**src/fspc_pkg.sv**
```systemverilog
// Constants, register map and types of the flash security and protection controller
package fspc_pkg;

  // Register byte offsets on the bus
  localparam logic [7:0] OFS_STATUS   = 8'h00;
  localparam logic [7:0] OFS_CLKDIV   = 8'h04;
  localparam logic [7:0] OFS_SECURITY = 8'h08;
  localparam logic [7:0] OFS_DFPROT   = 8'h0c;
  localparam logic [7:0] OFS_PFPROT   = 8'h10;
  localparam logic [7:0] OFS_CMDIDX   = 8'h14;
  localparam logic [7:0] OFS_CMDDATA  = 8'h18;

  // Status register bit positions
  localparam int ST_COMMAND_COMPLETE_FLAG   = 7;
  localparam int ST_ACCESS_ERROR_FLAG = 5;
  localparam int ST_PROTECTION_VIOLATION_FLAG = 4;
  localparam int ST_MGERR  = 1;
  localparam int ST_MGUNC  = 0;

  // Clock divider register fields
  localparam int CD_LOADED = 7;
  localparam int CD_LOCK   = 6;

  // Data-flash protection register fields
  localparam int DP_OPEN = 7;

  // Reset values
  localparam logic [7:0] SEC_FAULT_VAL    = 8'hff;
  localparam logic [7:0] DFPROT_FAULT_VAL = 8'h3f;
  localparam logic [7:0] CLKDIV_RST       = 8'h00;
  localparam logic [7:0] PFPROT_RST       = 8'h00;

  // Field encodings
  localparam logic [1:0] KEY_ENABLED  = 2'h2;
  localparam logic [1:0] SEC_UNLOCKED = 2'h2;

  // Nonvolatile byte addresses read during the reset sequence
  localparam logic [17:0] NV_SEC_ADDR  = 18'h3ff0f;
  localparam logic [17:0] NV_PROT_ADDR = 18'h3ff0d;

  // Memory map
  localparam logic [17:0] PF_BASE      = 18'h3c000;
  localparam logic [17:0] DF_BASE      = 18'h00400;
  localparam logic [17:0] DF_END       = 18'h005ff;
  localparam logic [17:0] OTP_BASE     = 18'h040c0;
  localparam logic [5:0]  DF_SIZE_CAP  = 6'h2f;
  localparam logic [15:0] OTP_LAST_IDX = 16'h0007;

  // Command codes
  localparam logic [7:0] CMD_PROG_PHRASE = 8'h06;
  localparam logic [7:0] CMD_PROG_ONCE   = 8'h07;
  localparam logic [7:0] CMD_ERASE_DFBLK = 8'h08;
  localparam logic [7:0] CMD_PROG_DF     = 8'h11;
  localparam logic [7:0] CMD_ERASE_DFSEC = 8'h12;

  // Parameter indexes
  localparam logic [2:0] IDX_PHRASE = 3'h5;
  localparam logic [2:0] IDX_DATA0  = 3'h2;
  localparam logic [2:0] IDX_ADDR   = 3'h1;
  localparam logic [2:0] IDX_CODE   = 3'h0;

  // Array operations
  localparam logic [1:0] OP_BLANK  = 2'h0;
  localparam logic [1:0] OP_PROG   = 2'h1;
  localparam logic [1:0] OP_VERIFY = 2'h2;
  localparam logic [1:0] OP_ERASE  = 2'h3;

  typedef enum logic [2:0] {
    S_LOAD   = 3'b000,
    S_IDLE   = 3'b001,
    S_CHECK  = 3'b010,
    S_BLANK  = 3'b011,
    S_PROG   = 3'b100,
    S_VERIFY = 3'b101,
    S_ERASE  = 3'b110
  } fspc_state_t;

endpackage

```
**src/fspc_ctrl.sv**
```systemverilog
// Flash security, protection, command checking and clock divider controller
//
// Our own choices: register access over Wishbone and the register addresses.
`timescale 1ns/1ps
`default_nettype none

module fspc_ctrl
  import fspc_pkg::*;
(
  input  wire  logic        clk_i,
  input  wire  logic        rst_i,
  input  wire  logic        wb_cyc_i,
  input  wire  logic        wb_stb_i,
  input  wire  logic        wb_we_i,
  input  wire  logic [7:0]  wb_adr_i,
  input  wire  logic [3:0]  wb_sel_i,
  input  wire  logic [31:0] wb_dat_i,
  output var   logic [31:0] wb_dat_o,
  output var   logic        wb_ack_o,
  input  wire  logic        nv_valid_i,
  input  wire  logic [7:0]  nv_sec_byte_i,
  input  wire  logic [7:0]  nv_prot_byte_i,
  input  wire  logic        nv_dbl_fault_i,
  input  wire  logic        backdoor_ok_i,
  output var   logic        mem_req_o,
  output var   logic [1:0]  mem_op_o,
  output var   logic [17:0] mem_addr_o,
  output var   logic [63:0] mem_wdata_o,
  input  wire  logic        mem_done_i,
  input  wire  logic        mem_blank_i,
  input  wire  logic        mem_err_i,
  input  wire  logic        mem_uncorr_i,
  output var   logic        secured_o,
  output var   logic        backdoor_en_o,
  output var   logic        pf_read_invalid_o,
  output var   logic        div_tick_o
);
  import fspc_pkg::*;

  typedef struct packed {
    fspc_state_t       state;
    logic              ack;
    logic [31:0]       rdat;
    logic              command_complete_flag;
    logic              access_error_flag;
    logic              protection_violation_flag;
    logic              mgerr;
    logic              mgunc;
    logic [7:0]        clkdiv;
    logic [7:0]        sec;
    logic [7:0]        dfprot;
    logic [7:0]        pfprot;
    logic [2:0]        idx;
    logic [5:0][15:0]  cmd;
    logic [7:0]        otp_used;
    logic [5:0]        div_cnt;
    logic              tick;
    logic              mreq;
    logic [1:0]        mop;
    logic [17:0]       maddr;
    logic [63:0]       mdata;
    logic              secured;
    logic              bd_en;
    logic              rd_invalid;
  } fspc_regs_t;

  fspc_regs_t st_r;
  fspc_regs_t st_nxt;

  // Data-flash protected window test
  function automatic logic df_protected(input logic [17:0] a, input logic [7:0] prot);
    logic [5:0]  sz;
    logic [17:0] span;
    sz   = (prot[5:0] > DF_SIZE_CAP) ? DF_SIZE_CAP : prot[5:0];
    span = {7'h00, sz + 6'h01, 5'h00};
    return !prot[DP_OPEN] && (a >= DF_BASE) && (a < DF_BASE + span);
  endfunction

  // Program-flash protection: top region sized in 256-byte steps
  function automatic logic pf_protected(input logic [17:0] a, input logic [7:0] prot);
    logic [18:0] span;
    span = {4'h0, {1'b0, prot[5:0]} + 7'h01, 8'h00};
    return prot[7] && ({1'b0, a} >= (19'h40000 - span));
  endfunction

  logic        wr_req;
  logic        rd_sel;
  logic [7:0]  code;
  logic [17:0] gaddr;
  logic [2:0]  otp_idx;

  always_comb
  begin
    st_nxt   = st_r;
    wr_req   = wb_cyc_i && wb_stb_i && wb_we_i && !st_r.ack && wb_sel_i[0];
    rd_sel   = 1'b0;
    code     = st_r.cmd[IDX_CODE][15:8];
    gaddr    = {st_r.cmd[IDX_CODE][1:0], st_r.cmd[IDX_ADDR]};
    otp_idx  = st_r.cmd[IDX_ADDR][2:0];

    st_nxt.mreq = 1'b0;
    st_nxt.tick = 1'b0;

    // Timing base: tick every divider value plus one bus cycles
    if (st_r.div_cnt >= st_r.clkdiv[5:0])
    begin
      st_nxt.div_cnt = 6'h00;
      st_nxt.tick    = 1'b1;
    end
    else
    begin
      st_nxt.div_cnt = st_r.div_cnt + 6'h01;
    end

    // Bus: ack one cycle after the request, dropped the next cycle
    st_nxt.ack = wb_cyc_i && wb_stb_i && !st_r.ack;
    st_nxt.rdat = 32'h0000_0000;
    if (wb_adr_i == OFS_STATUS)
    begin
      st_nxt.rdat[7:0] = {st_r.command_complete_flag, 1'b0, st_r.access_error_flag, st_r.protection_violation_flag, 2'h0,
                          st_r.mgerr, st_r.mgunc};
    end
    else if (wb_adr_i == OFS_CLKDIV)
      st_nxt.rdat[7:0] = st_r.clkdiv;
    else if (wb_adr_i == OFS_SECURITY)
      st_nxt.rdat[7:0] = st_r.sec;
    else if (wb_adr_i == OFS_DFPROT)
      st_nxt.rdat[7:0] = {st_r.dfprot[7], 1'b0, st_r.dfprot[5:0]};
    else if (wb_adr_i == OFS_PFPROT)
      st_nxt.rdat[7:0] = {st_r.pfprot[7], 1'b0, st_r.pfprot[5:0]};
    else if (wb_adr_i == OFS_CMDIDX)
      st_nxt.rdat[2:0] = st_r.idx;
    else if (wb_adr_i == OFS_CMDDATA)
      rd_sel = 1'b1;
    if (rd_sel)
      st_nxt.rdat[15:0] = (st_r.idx <= IDX_PHRASE) ? st_r.cmd[st_r.idx] : 16'h0000;

    // Register writes
    if (wr_req && st_r.state != S_LOAD)
    begin
      if (wb_adr_i == OFS_STATUS)
      begin
        if (wb_dat_i[ST_ACCESS_ERROR_FLAG])
          st_nxt.access_error_flag = 1'b0;
        if (wb_dat_i[ST_PROTECTION_VIOLATION_FLAG])
          st_nxt.protection_violation_flag = 1'b0;
        // write one clears flag, starts command, only while no access error or protection violation flag is set
        if (wb_dat_i[ST_COMMAND_COMPLETE_FLAG] && st_r.command_complete_flag && !st_r.access_error_flag && !st_r.protection_violation_flag)
        begin
          st_nxt.command_complete_flag  = 1'b0;
          st_nxt.mgerr = 1'b0;
          st_nxt.mgunc = 1'b0;
          st_nxt.state = S_CHECK;
        end
      end
      else if (wb_adr_i == OFS_CLKDIV)
      begin
        st_nxt.clkdiv[CD_LOADED] = 1'b1;
        st_nxt.clkdiv[CD_LOCK]   = st_r.clkdiv[CD_LOCK] | wb_dat_i[CD_LOCK];
        if (!st_r.clkdiv[CD_LOCK])
          st_nxt.clkdiv[5:0] = wb_dat_i[5:0];
      end
      else if (wb_adr_i == OFS_DFPROT)
        st_nxt.dfprot = {wb_dat_i[7], 1'b0, wb_dat_i[5:0]};
      else if (wb_adr_i == OFS_PFPROT)
        st_nxt.pfprot = {wb_dat_i[7], 1'b0, wb_dat_i[5:0]};
      else if (wb_adr_i == OFS_CMDIDX && st_r.command_complete_flag)
        st_nxt.idx = wb_dat_i[2:0];
      else if (wb_adr_i == OFS_CMDDATA && st_r.command_complete_flag && st_r.idx <= IDX_PHRASE && wb_sel_i[1])
        st_nxt.cmd[st_r.idx] = wb_dat_i[15:0];
    end

    if (backdoor_ok_i && st_r.sec[7:6] == KEY_ENABLED && st_r.state != S_LOAD)
      st_nxt.sec[1:0] = SEC_UNLOCKED;

    case (st_r.state)
      S_LOAD:
      begin
        if (nv_valid_i)
        begin
          // fault leaves part secured, backdoor off
          st_nxt.sec = nv_dbl_fault_i ? SEC_FAULT_VAL : nv_sec_byte_i;
          st_nxt.dfprot = nv_dbl_fault_i ? DFPROT_FAULT_VAL
                                         : {nv_prot_byte_i[7], 1'b0, nv_prot_byte_i[5:0]};
          st_nxt.command_complete_flag  = 1'b1;
          st_nxt.state = S_IDLE;
        end
      end
      S_IDLE:
      begin
      end
      S_CHECK:
      begin
        st_nxt.state = S_IDLE;
        st_nxt.command_complete_flag  = 1'b1;
        st_nxt.mdata = {st_r.cmd[2], st_r.cmd[3], st_r.cmd[4], st_r.cmd[5]};
        st_nxt.maddr = gaddr;
        if (!st_r.clkdiv[CD_LOADED])
          st_nxt.access_error_flag = 1'b1;
        else if (code == CMD_PROG_PHRASE)
        begin
          if (st_r.idx != IDX_PHRASE || gaddr[2:0] != 3'h0 || gaddr < PF_BASE)
            st_nxt.access_error_flag = 1'b1;
          else if (pf_protected(gaddr, st_r.pfprot))
            st_nxt.protection_violation_flag = 1'b1;
          else
          begin
            st_nxt.command_complete_flag  = 1'b0;
            st_nxt.state = S_PROG;
            st_nxt.mreq  = 1'b1;
            st_nxt.mop   = OP_PROG;
          end
        end
        else if (code == CMD_PROG_ONCE)
        begin
          if (st_r.idx != IDX_PHRASE || st_r.cmd[IDX_ADDR] > OTP_LAST_IDX
              || st_r.otp_used[otp_idx])
            st_nxt.access_error_flag = 1'b1;
          else
          begin
            st_nxt.command_complete_flag       = 1'b0;
            st_nxt.state      = S_BLANK;
            st_nxt.mreq       = 1'b1;
            st_nxt.mop        = OP_BLANK;
            st_nxt.maddr      = OTP_BASE + {12'h000, otp_idx, 3'h0};
            st_nxt.rd_invalid = 1'b1;
          end
        end
        else if (code == CMD_PROG_DF)
        begin
          if (st_r.idx < IDX_DATA0 || gaddr[0] || gaddr < DF_BASE || gaddr > DF_END)
            st_nxt.access_error_flag = 1'b1;
          else if (df_protected(gaddr, st_r.dfprot))
            st_nxt.protection_violation_flag = 1'b1;
          else
          begin
            st_nxt.command_complete_flag  = 1'b0;
            st_nxt.state = S_PROG;
            st_nxt.mreq  = 1'b1;
            st_nxt.mop   = OP_PROG;
          end
        end
        else if (code == CMD_ERASE_DFSEC || code == CMD_ERASE_DFBLK)
        begin
          if ((code == CMD_ERASE_DFSEC) ? (st_r.idx != IDX_ADDR || gaddr < DF_BASE
              || gaddr > DF_END) : (st_r.idx != IDX_CODE))
            st_nxt.access_error_flag = 1'b1;
          // any protected sector blocks block erase
          else if (code == CMD_ERASE_DFBLK && !st_r.dfprot[DP_OPEN])
            st_nxt.protection_violation_flag = 1'b1;
          else if (code == CMD_ERASE_DFSEC && df_protected(gaddr, st_r.dfprot))
            st_nxt.protection_violation_flag = 1'b1;
          else
          begin
            st_nxt.command_complete_flag  = 1'b0;
            st_nxt.state = S_ERASE;
            st_nxt.mreq  = 1'b1;
            st_nxt.mop   = OP_ERASE;
            st_nxt.maddr = (code == CMD_ERASE_DFBLK) ? DF_BASE : gaddr;
          end
        end
        else
          st_nxt.access_error_flag = 1'b1;
      end
      S_BLANK:
      begin
        if (mem_done_i)
        begin
          if (!mem_blank_i)
          begin
            st_nxt.access_error_flag     = 1'b1;
            st_nxt.otp_used[otp_idx] = 1'b1;
            st_nxt.command_complete_flag       = 1'b1;
            st_nxt.rd_invalid = 1'b0;
            st_nxt.state      = S_IDLE;
          end
          else
          begin
            st_nxt.state = S_PROG;
            st_nxt.mreq  = 1'b1;
            st_nxt.mop   = OP_PROG;
          end
        end
      end
      S_PROG:
      begin
        if (mem_done_i)
        begin
          st_nxt.state = S_VERIFY;
          st_nxt.mreq  = 1'b1;
          st_nxt.mop   = OP_VERIFY;
        end
      end
      S_VERIFY, S_ERASE:
      begin
        if (mem_done_i)
        begin
          st_nxt.mgerr = mem_err_i;
          st_nxt.mgunc = mem_uncorr_i;
          if (st_r.rd_invalid)
            st_nxt.otp_used[otp_idx] = 1'b1;
          st_nxt.command_complete_flag       = 1'b1;
          st_nxt.rd_invalid = 1'b0;
          st_nxt.state      = S_IDLE;
        end
      end
      default:
        st_nxt.state = S_IDLE;
    endcase

    st_nxt.secured = (st_nxt.sec[1:0] != SEC_UNLOCKED);
    st_nxt.bd_en   = (st_nxt.sec[7:6] == KEY_ENABLED);
  end

  always_ff @(posedge clk_i)
  begin
    if (rst_i)
    begin
      st_r          <= '0;
      st_r.state    <= S_LOAD;
      st_r.clkdiv   <= CLKDIV_RST;
      st_r.pfprot   <= PFPROT_RST;
      st_r.sec      <= SEC_FAULT_VAL;
      st_r.dfprot   <= DFPROT_FAULT_VAL;
      st_r.secured  <= 1'b1;
    end
    else
    begin
      st_r <= st_nxt;
    end
  end

  assign wb_ack_o          = st_r.ack;
  assign wb_dat_o          = st_r.rdat;
  assign mem_req_o         = st_r.mreq;
  assign mem_op_o          = st_r.mop;
  assign mem_addr_o        = st_r.maddr;
  assign mem_wdata_o       = st_r.mdata;
  assign secured_o         = st_r.secured;
  assign backdoor_en_o     = st_r.bd_en;
  assign pf_read_invalid_o = st_r.rd_invalid;
  assign div_tick_o        = st_r.tick;
endmodule // fspc_ctrl

`default_nettype wire

```
**config.mk**
```make
export PLATFORM = sky130hd
export DESIGN_NAME = fspc_ctrl
export DESIGN_NICKNAME = d
export VERILOG_FILES = /design/src/fspc_pkg.sv /design/src/fspc_ctrl.sv
export SDC_FILE = /design/constraint.sdc
export NUM_CORES = 1
export LEC_CHECK = 0
export BUFFER_PORTS_ARGS = -buffer_cell sky130_fd_sc_hd__buf_2
export CORE_ASPECT_RATIO = 1.75
export CORE_UTILIZATION = 30
export DETAILED_ROUTE_END_ITERATION = 6
export MAX_ROUTING_LAYER = met4
export PLACE_DENSITY = 0.48
export SLEW_MARGIN = 10
export SYNTH_ARGS = -nofsm -noshare
export SYNTH_HDL_FRONTEND = slang
export SYNTH_SLANG_ARGS = --single-unit
```
**constraint.sdc**
```tcl
create_clock -name clk_i -period 4 [get_ports clk_i]
set_clock_uncertainty 0.1 [all_clocks]
set_input_delay 1.2 -clock clk_i [delete_from_list [all_inputs] [get_ports clk_i]]
set_output_delay 1.2 -clock clk_i [all_outputs]
set_load 0.01 [all_outputs]
```
## Yosys cells after proc, flatten, opt, wreduce, memory -nomap -nowiden

Index checks and enable logic that the tools add are counted.

| storage, ports and cells | value |
|---|---|
| register bits | 274 |
| input bits | 72 |
| logic and storage cells | 306 |

| operators by class | value |
|---|---|
| add/subtract/negate cells | 6 |
| $lt $le $gt $ge | 15 |
| eq/ne operators | 41 |
| muxes and demuxes | 145 |
| bitwise logic cells | 10 |
| reduce and logical (&&, ||, !) cells | 56 |

Operators by type and width:

| kind | count |
|---|---|
| $mux W115 | 3 |
| $mux W96 | 2 |
| $mux W21 | 7 |
| $mux W8 | 16 |
| $mux W107 | 1 |
| $mux W3 | 34 |
| $mux W99 | 1 |
| $bwmux W96 | 1 |
| $mux W16 | 4 |
| $mux W18 | 3 |
| $mux W1 | 50 |
| $bmux W16 S3 | 1 |
| $demux W16 S3 | 1 |
| $eq A8 B5 Y1 const B | 5 |
| $ne A5 B5 Y1 const B | 6 |
| $eq A8 B3 Y1 const B | 3 |
| $eq A8 B4 Y1 const B | 3 |
| $logic_and A1 B1 Y1 | 22 |
| $ne A2 B2 Y1 const B | 11 |
| $ge A18 B19 Y1 | 1 |
| $sub A19 B15 Y19 const A | 1 |
| $ge A18 B11 Y1 const B | 1 |
| $gt A18 B11 Y1 const B | 1 |
| $lt A18 B11 Y1 const B | 1 |
| 51 further kinds | 94 |

## Longest topological paths before layout

| depth | value |
|---|---|
| depth after elaboration | 16 |
| gate-level depth with buffers | 15 |
| mapped depth without buffers | 14 |

## Worst setup path before layout

Ideal clock, no wire load.

| timing | value |
|---|---|
| path type | register to register |
| start point | reg st_r[214] (netlist bit) |
| end point | reg st_r (netlist bit mem_addr_o[17]) |
| setup time | 0.070 ns |
| arrival time | 2.922 ns |
| slack | 0.908 ns |
| stages on the path, launching flop included | 16 |
| buffers on the path | 1 |
| cells stage by stage | dfxtp_1 -> nand2_1 -> nand2b_1 -> ha_1 -> a31oi_1 -> a31oi_1 -> o21ai_0 -> ha_1 -> a211oi_1 -> o211ai_1 -> a41oi_1 -> o31ai_1 -> o211ai_1 -> buf_2 -> nand4b_1 -> a21oi_1 |

| on the way | value |
|---|---|
| word-level cells in the longest chain between the ends | 15 |

RTL lines:

| what | line | text |
|---|---|---|
| start: declaration | fspc_ctrl.sv:67 | `fspc_regs_t st_r;` |
| start signal: assignment | fspc_ctrl.sv:329 | `st_r <= st_nxt;` |
| $gt A6 B6 Y1 | fspc_ctrl.sv:74 | `sz = (prot[5:0] > DF_SIZE_CAP) ? DF_SIZE_CAP : prot[5:0];` |
| $mux W6 * | fspc_ctrl.sv:74 |  |
| $add A6 B1 Y6 * | fspc_ctrl.sv:75 | `span = {7'h00, sz + 6'h01, 5'h00};` |
| $add A11 B11 Y12 * | fspc_ctrl.sv:76 | `return !prot[DP_OPEN] && (a >= DF_BASE) && (a < DF_BASE + span);` |
| $lt A18 B12 Y1 * | fspc_ctrl.sv:76 |  |
| $logic_and A1 B1 Y1 * | fspc_ctrl.sv:76 |  |
| $logic_and A1 B1 Y1 * | fspc_ctrl.sv:251 | `else if (code == CMD_ERASE_DFSEC && df_protected(gaddr, st_r.dfprot))` |
| $mux W21 * | fspc_ctrl.sv:251 |  |
| $mux W21 * | fspc_ctrl.sv:249 | `else if (code == CMD_ERASE_DFBLK && !st_r.dfprot[DP_OPEN])` |
| $mux W21 * | fspc_ctrl.sv:245 | `if ((code == CMD_ERASE_DFSEC) ? (st_r.idx != IDX_ADDR \|\| gaddr < DF_BASE` |
| $mux W21 * | fspc_ctrl.sv:243 | `else if (code == CMD_ERASE_DFSEC \|\| code == CMD_ERASE_DFBLK)` |
| $mux W18 * | fspc_ctrl.sv:229 | `else if (code == CMD_PROG_DF)` |
| $mux W21 * | fspc_ctrl.sv:214 | `else if (code == CMD_PROG_ONCE)` |
| $mux W18 * | fspc_ctrl.sv:200 | `else if (code == CMD_PROG_PHRASE)` |
| $mux W21 * | fspc_ctrl.sv:198 | `if (!st_r.clkdiv[CD_LOADED])` |

Every way passes the cells marked *; elsewhere a longest branch is shown, timed or not. The select of a mux whose other input is x is not followed.
A chain may end at the register's enable or synchronous reset.

## Worst setup path after layout

| timing | value |
|---|---|
| start point | reg st_r[203] (netlist bit) |
| end point | reg st_r[236] (netlist bit) |

| on the way | value |
|---|---|
| word-level cells in the longest chain between the ends | 9 |

RTL lines:

| what | line | text |
|---|---|---|
| $add A6 B1 Y7 | fspc_ctrl.sv:82 | `span = {4'h0, {1'b0, prot[5:0]} + 7'h01, 8'h00};` |
| $sub A19 B15 Y19 | fspc_ctrl.sv:83 | `return prot[7] && ({1'b0, a} >= (19'h40000 - span));` |
| $ge A18 B19 Y1 | fspc_ctrl.sv:83 |  |
| $logic_and A1 B1 Y1 | fspc_ctrl.sv:83 |  |
| $mux W1 | fspc_ctrl.sv:204 | `else if (pf_protected(gaddr, st_r.pfprot))` |
| $mux W1 | fspc_ctrl.sv:202 | `if (st_r.idx != IDX_PHRASE \|\| gaddr[2:0] != 3'h0 \|\| gaddr < PF_BASE)` |
| $mux W3 | fspc_ctrl.sv:200 |  |
| $mux W1 | fspc_ctrl.sv:198 |  |
| $mux W1 | fspc_ctrl.sv:176 | `case (st_r.state)` |

Every way passes these cells.

==> qor.yml <==
pwr:
  seqPwrFrac_pct: 49.1
  intPower_uw: 4003
  switching_share_pct: 23.94
  comb_power_share_pct: 3.5
  peakVddDrop_mv: 0.2677
  clockPowerShare_pct: 47.4
  leakagePower_uw: 0.005191
  power.density_mw_per_mm2: 381.6
  p_sw_uw: 1260
routing:
  first_pass_iters: 7
  met1_length_um: 16280
  drc: 4
  wl_met3_um: 1603
  via_per_inst: 4.987
  drt_iter0_drc: 678
  ant_nets: 0
  wl_met2_um: 21550
  wl_per_cell_um: 19.33
  vias: 10698
  routed_wl_um: 41460
  maxUsedRoutingLayer: "met4"
layout:
  seq_area_mm2: 0.005146
  drive_gt1_share_pct: 17.63
  fill_cells: 4304
  nNetsFinal: 1671
  stdcell_count: 2145
  area_growth_pct: 11.24
  multiInputGateArea_mm2: 0.005927
  layout_commonest_cell: "nand2_1"
  final_cell_mix: "nand2_1, dfxtp_1, a21oi_1"
  final_area_mm2: 0.01379
logic_synthesis:
  syn_area_mm2: 0.01240
  synthFlopType: "dfxtp_1"
  yosysWarnings: 0
  synth-edff-count: 0
  synth.ff_latch_count: 257
  async_flop_share_pct: 0
  ys_types: 74
  ys_seq_area_share_pct: 41.50
  avgSynthCellArea_um2: 7.977
  syn-instance-count: 1554
floorplanning:
  rows: 98
  core-area_mm2: 0.04083
  die_y_um: 270.9
  die_area_mm2: 0.04217
  die_w_um: 155.7
  io_pins: 194
  start_util_pct: 30.36
run_status:
  violations: "design-rule violations"
  status: "finished, violations left"
placement:
  numPlacedInstances: 2095
  post_dp_cell_area_mm2: 0.01293
  dp_hpwl_um: 29780
  gp_congestion: 0.8892
  port-buffer-count: 158
hold_path:
  hp-class: "reg -> reg"
job:
  cap_violations: 0
timing:
  worst_hold_slack_ps: 352.3
  fin_crit_ps: 3542
  period_share_pct: 88.56
  hold_viol_final: 0
  slew-limit-headroom_pct: 28.37
  finalSetupTns_ps: 0
  worst_pin_slew_ps: 1075
  rsz0062_at_grt: "no"
  maxSlewViolCount: 0
  fmax_ghz: 0.2823
  finalSetupViolCount: 0
grt:
  grt_first_pass_wirelength_um: 62850
  grt_max_degree: 214
  antenna_found_initial: 1
  grt_use_total_pct: 20.15
  overflow: 0
  grt_pass1_vias: 10291
clock_tree:
  cts_sinks: 257
  hold_buffers: 0
  clockRootBuffer: "clkbuf_16"
  cts_max_level: 1
  cts_tree: "done"
  cts_buffers: 27
  postCtsSetupBuffers: 0
  cts-resized-gates: 0
  clk_latency_ps: 560
  clk_path_buf_depth: 3
  clk_pin_slew_ps: 60
setup_path:
  criticalPathCategory: "reg -> reg"
  crit_path_start_kind: "flop"
  crit_family: "compound AO/OA/AOI/OAI gates"
  crit_chain: "ha_1 > nor3_1 > o211ai_1 > o21ai_0 > xor2_1 > ha_1 > a21o_1 > a221oi_1 > a21oi_1 > or2_2 > a222oi_1 > nand2b_1 > a21oi_1"
  end_kind: "flop"
  max_stage_delay_ps: 530
  worstPathArrival_ps: 3830
  cp.buffers_inverters: 0
  crit_slowest_cell: "dfxtp_1"
  crit_path_max_fanout: 10
  cp.required_ps: 4290
## path summary, 6_finish.rpt
kind,start,end,slack (ps),cells past startpoint
setup / recovery,st_r[203],st_r[236],460,13
hold / removal,mem_addr_o[1],mem_addr_o[1],350,2
setup reg to reg,st_r[203],st_r[236],460,13
hold reg to reg,mem_addr_o[1],mem_addr_o[1],350,2
## power groups by stage
stage               sequential, uW  combinational (uW)  clock (uW)
finish                        2580                 185        2490
global route                  2580                 202        2670
CTS                           2580                 186        2580
detailed placement            2640                 185           0
global placement              2640                 185           0
floorplan                     2630                 116           0
## metal layers
layer	global-route usage, %	vias to the layer above
li1	-	5185
met1	22.16	5093
met2	35.70	325
met3	2.034	95
met4	10.11	0
met5	-	-
## synthesized netlist by cell type (4+ instances only)
cell | count | area share [%]
buf_2 | 7 | 0.28
o21ai_0 | 37 | 1.5
a211oi_1 | 4 | 0.24
o211ai_1 | 5 | 0.30
buf_1 | 5 | 0.15
a21o_1 | 7 | 0.42
ha_1 | 25 | 2.5
inv_1 | 28 | 0.85
buf_4 | 119 | 7.2
nor2b_1 | 8 | 0.40
nand4b_1 | 6 | 0.42
a222oi_1 | 4 | 0.32
a221oi_1 | 8 | 0.57
nand4_1 | 6 | 0.30
nor4_1 | 10 | 0.50
nor2_1 | 96 | 2.9
mux4_2 | 16 | 2.9
nand2b_1 | 11 | 0.56
xor2_1 | 6 | 0.42
nand2_1 | 394 | 12
a31oi_1 | 10 | 0.50
nor3_1 | 32 | 1.3
o31ai_1 | 4 | 0.24
and3_1 | 8 | 0.40
or3_1 | 5 | 0.25
clkbuf_1 | 79 | 2.4
a21oi_1 | 216 | 8.7
dfxtp_1 | 257 | 42
mux2_2 | 6 | 0.54
xnor2_1 | 5 | 0.35
nand3_1 | 27 | 1.1
mux2i_1 | 41 | 3.3
and2_1 | 6 | 0.30
## layout make-up
type | count | share of cell area [%]
diodes | 1 | 0.01815
clock buffers | 34 | 5.380
clock inverters | 15 | 0.8528
inverters | 28 | 0.7621
multi-input cells | 1070 | 42.98
flip-flops and latches | 257 | 37.32
well taps | 550 | 4.990
repair buffers | 190 | 7.703
## logic make-up (layout without fill, tap and decap cells)
logic type / Yosys count / in the layout / share of synthesized area (%)
compound gates: 317 / 317 / 14.59
simple gates: 637 / 637 / 22.38
buf+inv: 242 / 267 / 11.22
xor+xnor: 11 / 11 / 0.7771
other cells: 1 / 17 / 0.03025
flops: 257 / 257 / 41.50
fa+ha+maj: 25 / 25 / 2.523
mux: 64 / 64 / 6.974
## metrics by stage
step	util [%]	power, uW	setup slack [ps]
global route	33.77	5454	112.9
floorplan	-	2751	907.7
CTS	33.77	5348	494.2
finish	33.77	5263	457.7
detailed placement	31.66	2827	519.2
global placement	31.66	2826	580.7
## tightest hold or removal path: stages (launching register included)
cell and delay, ps:
dfxtp_1 310, nand2_1 50, a21oi_1 50
(Power assumes the default switching activity.)
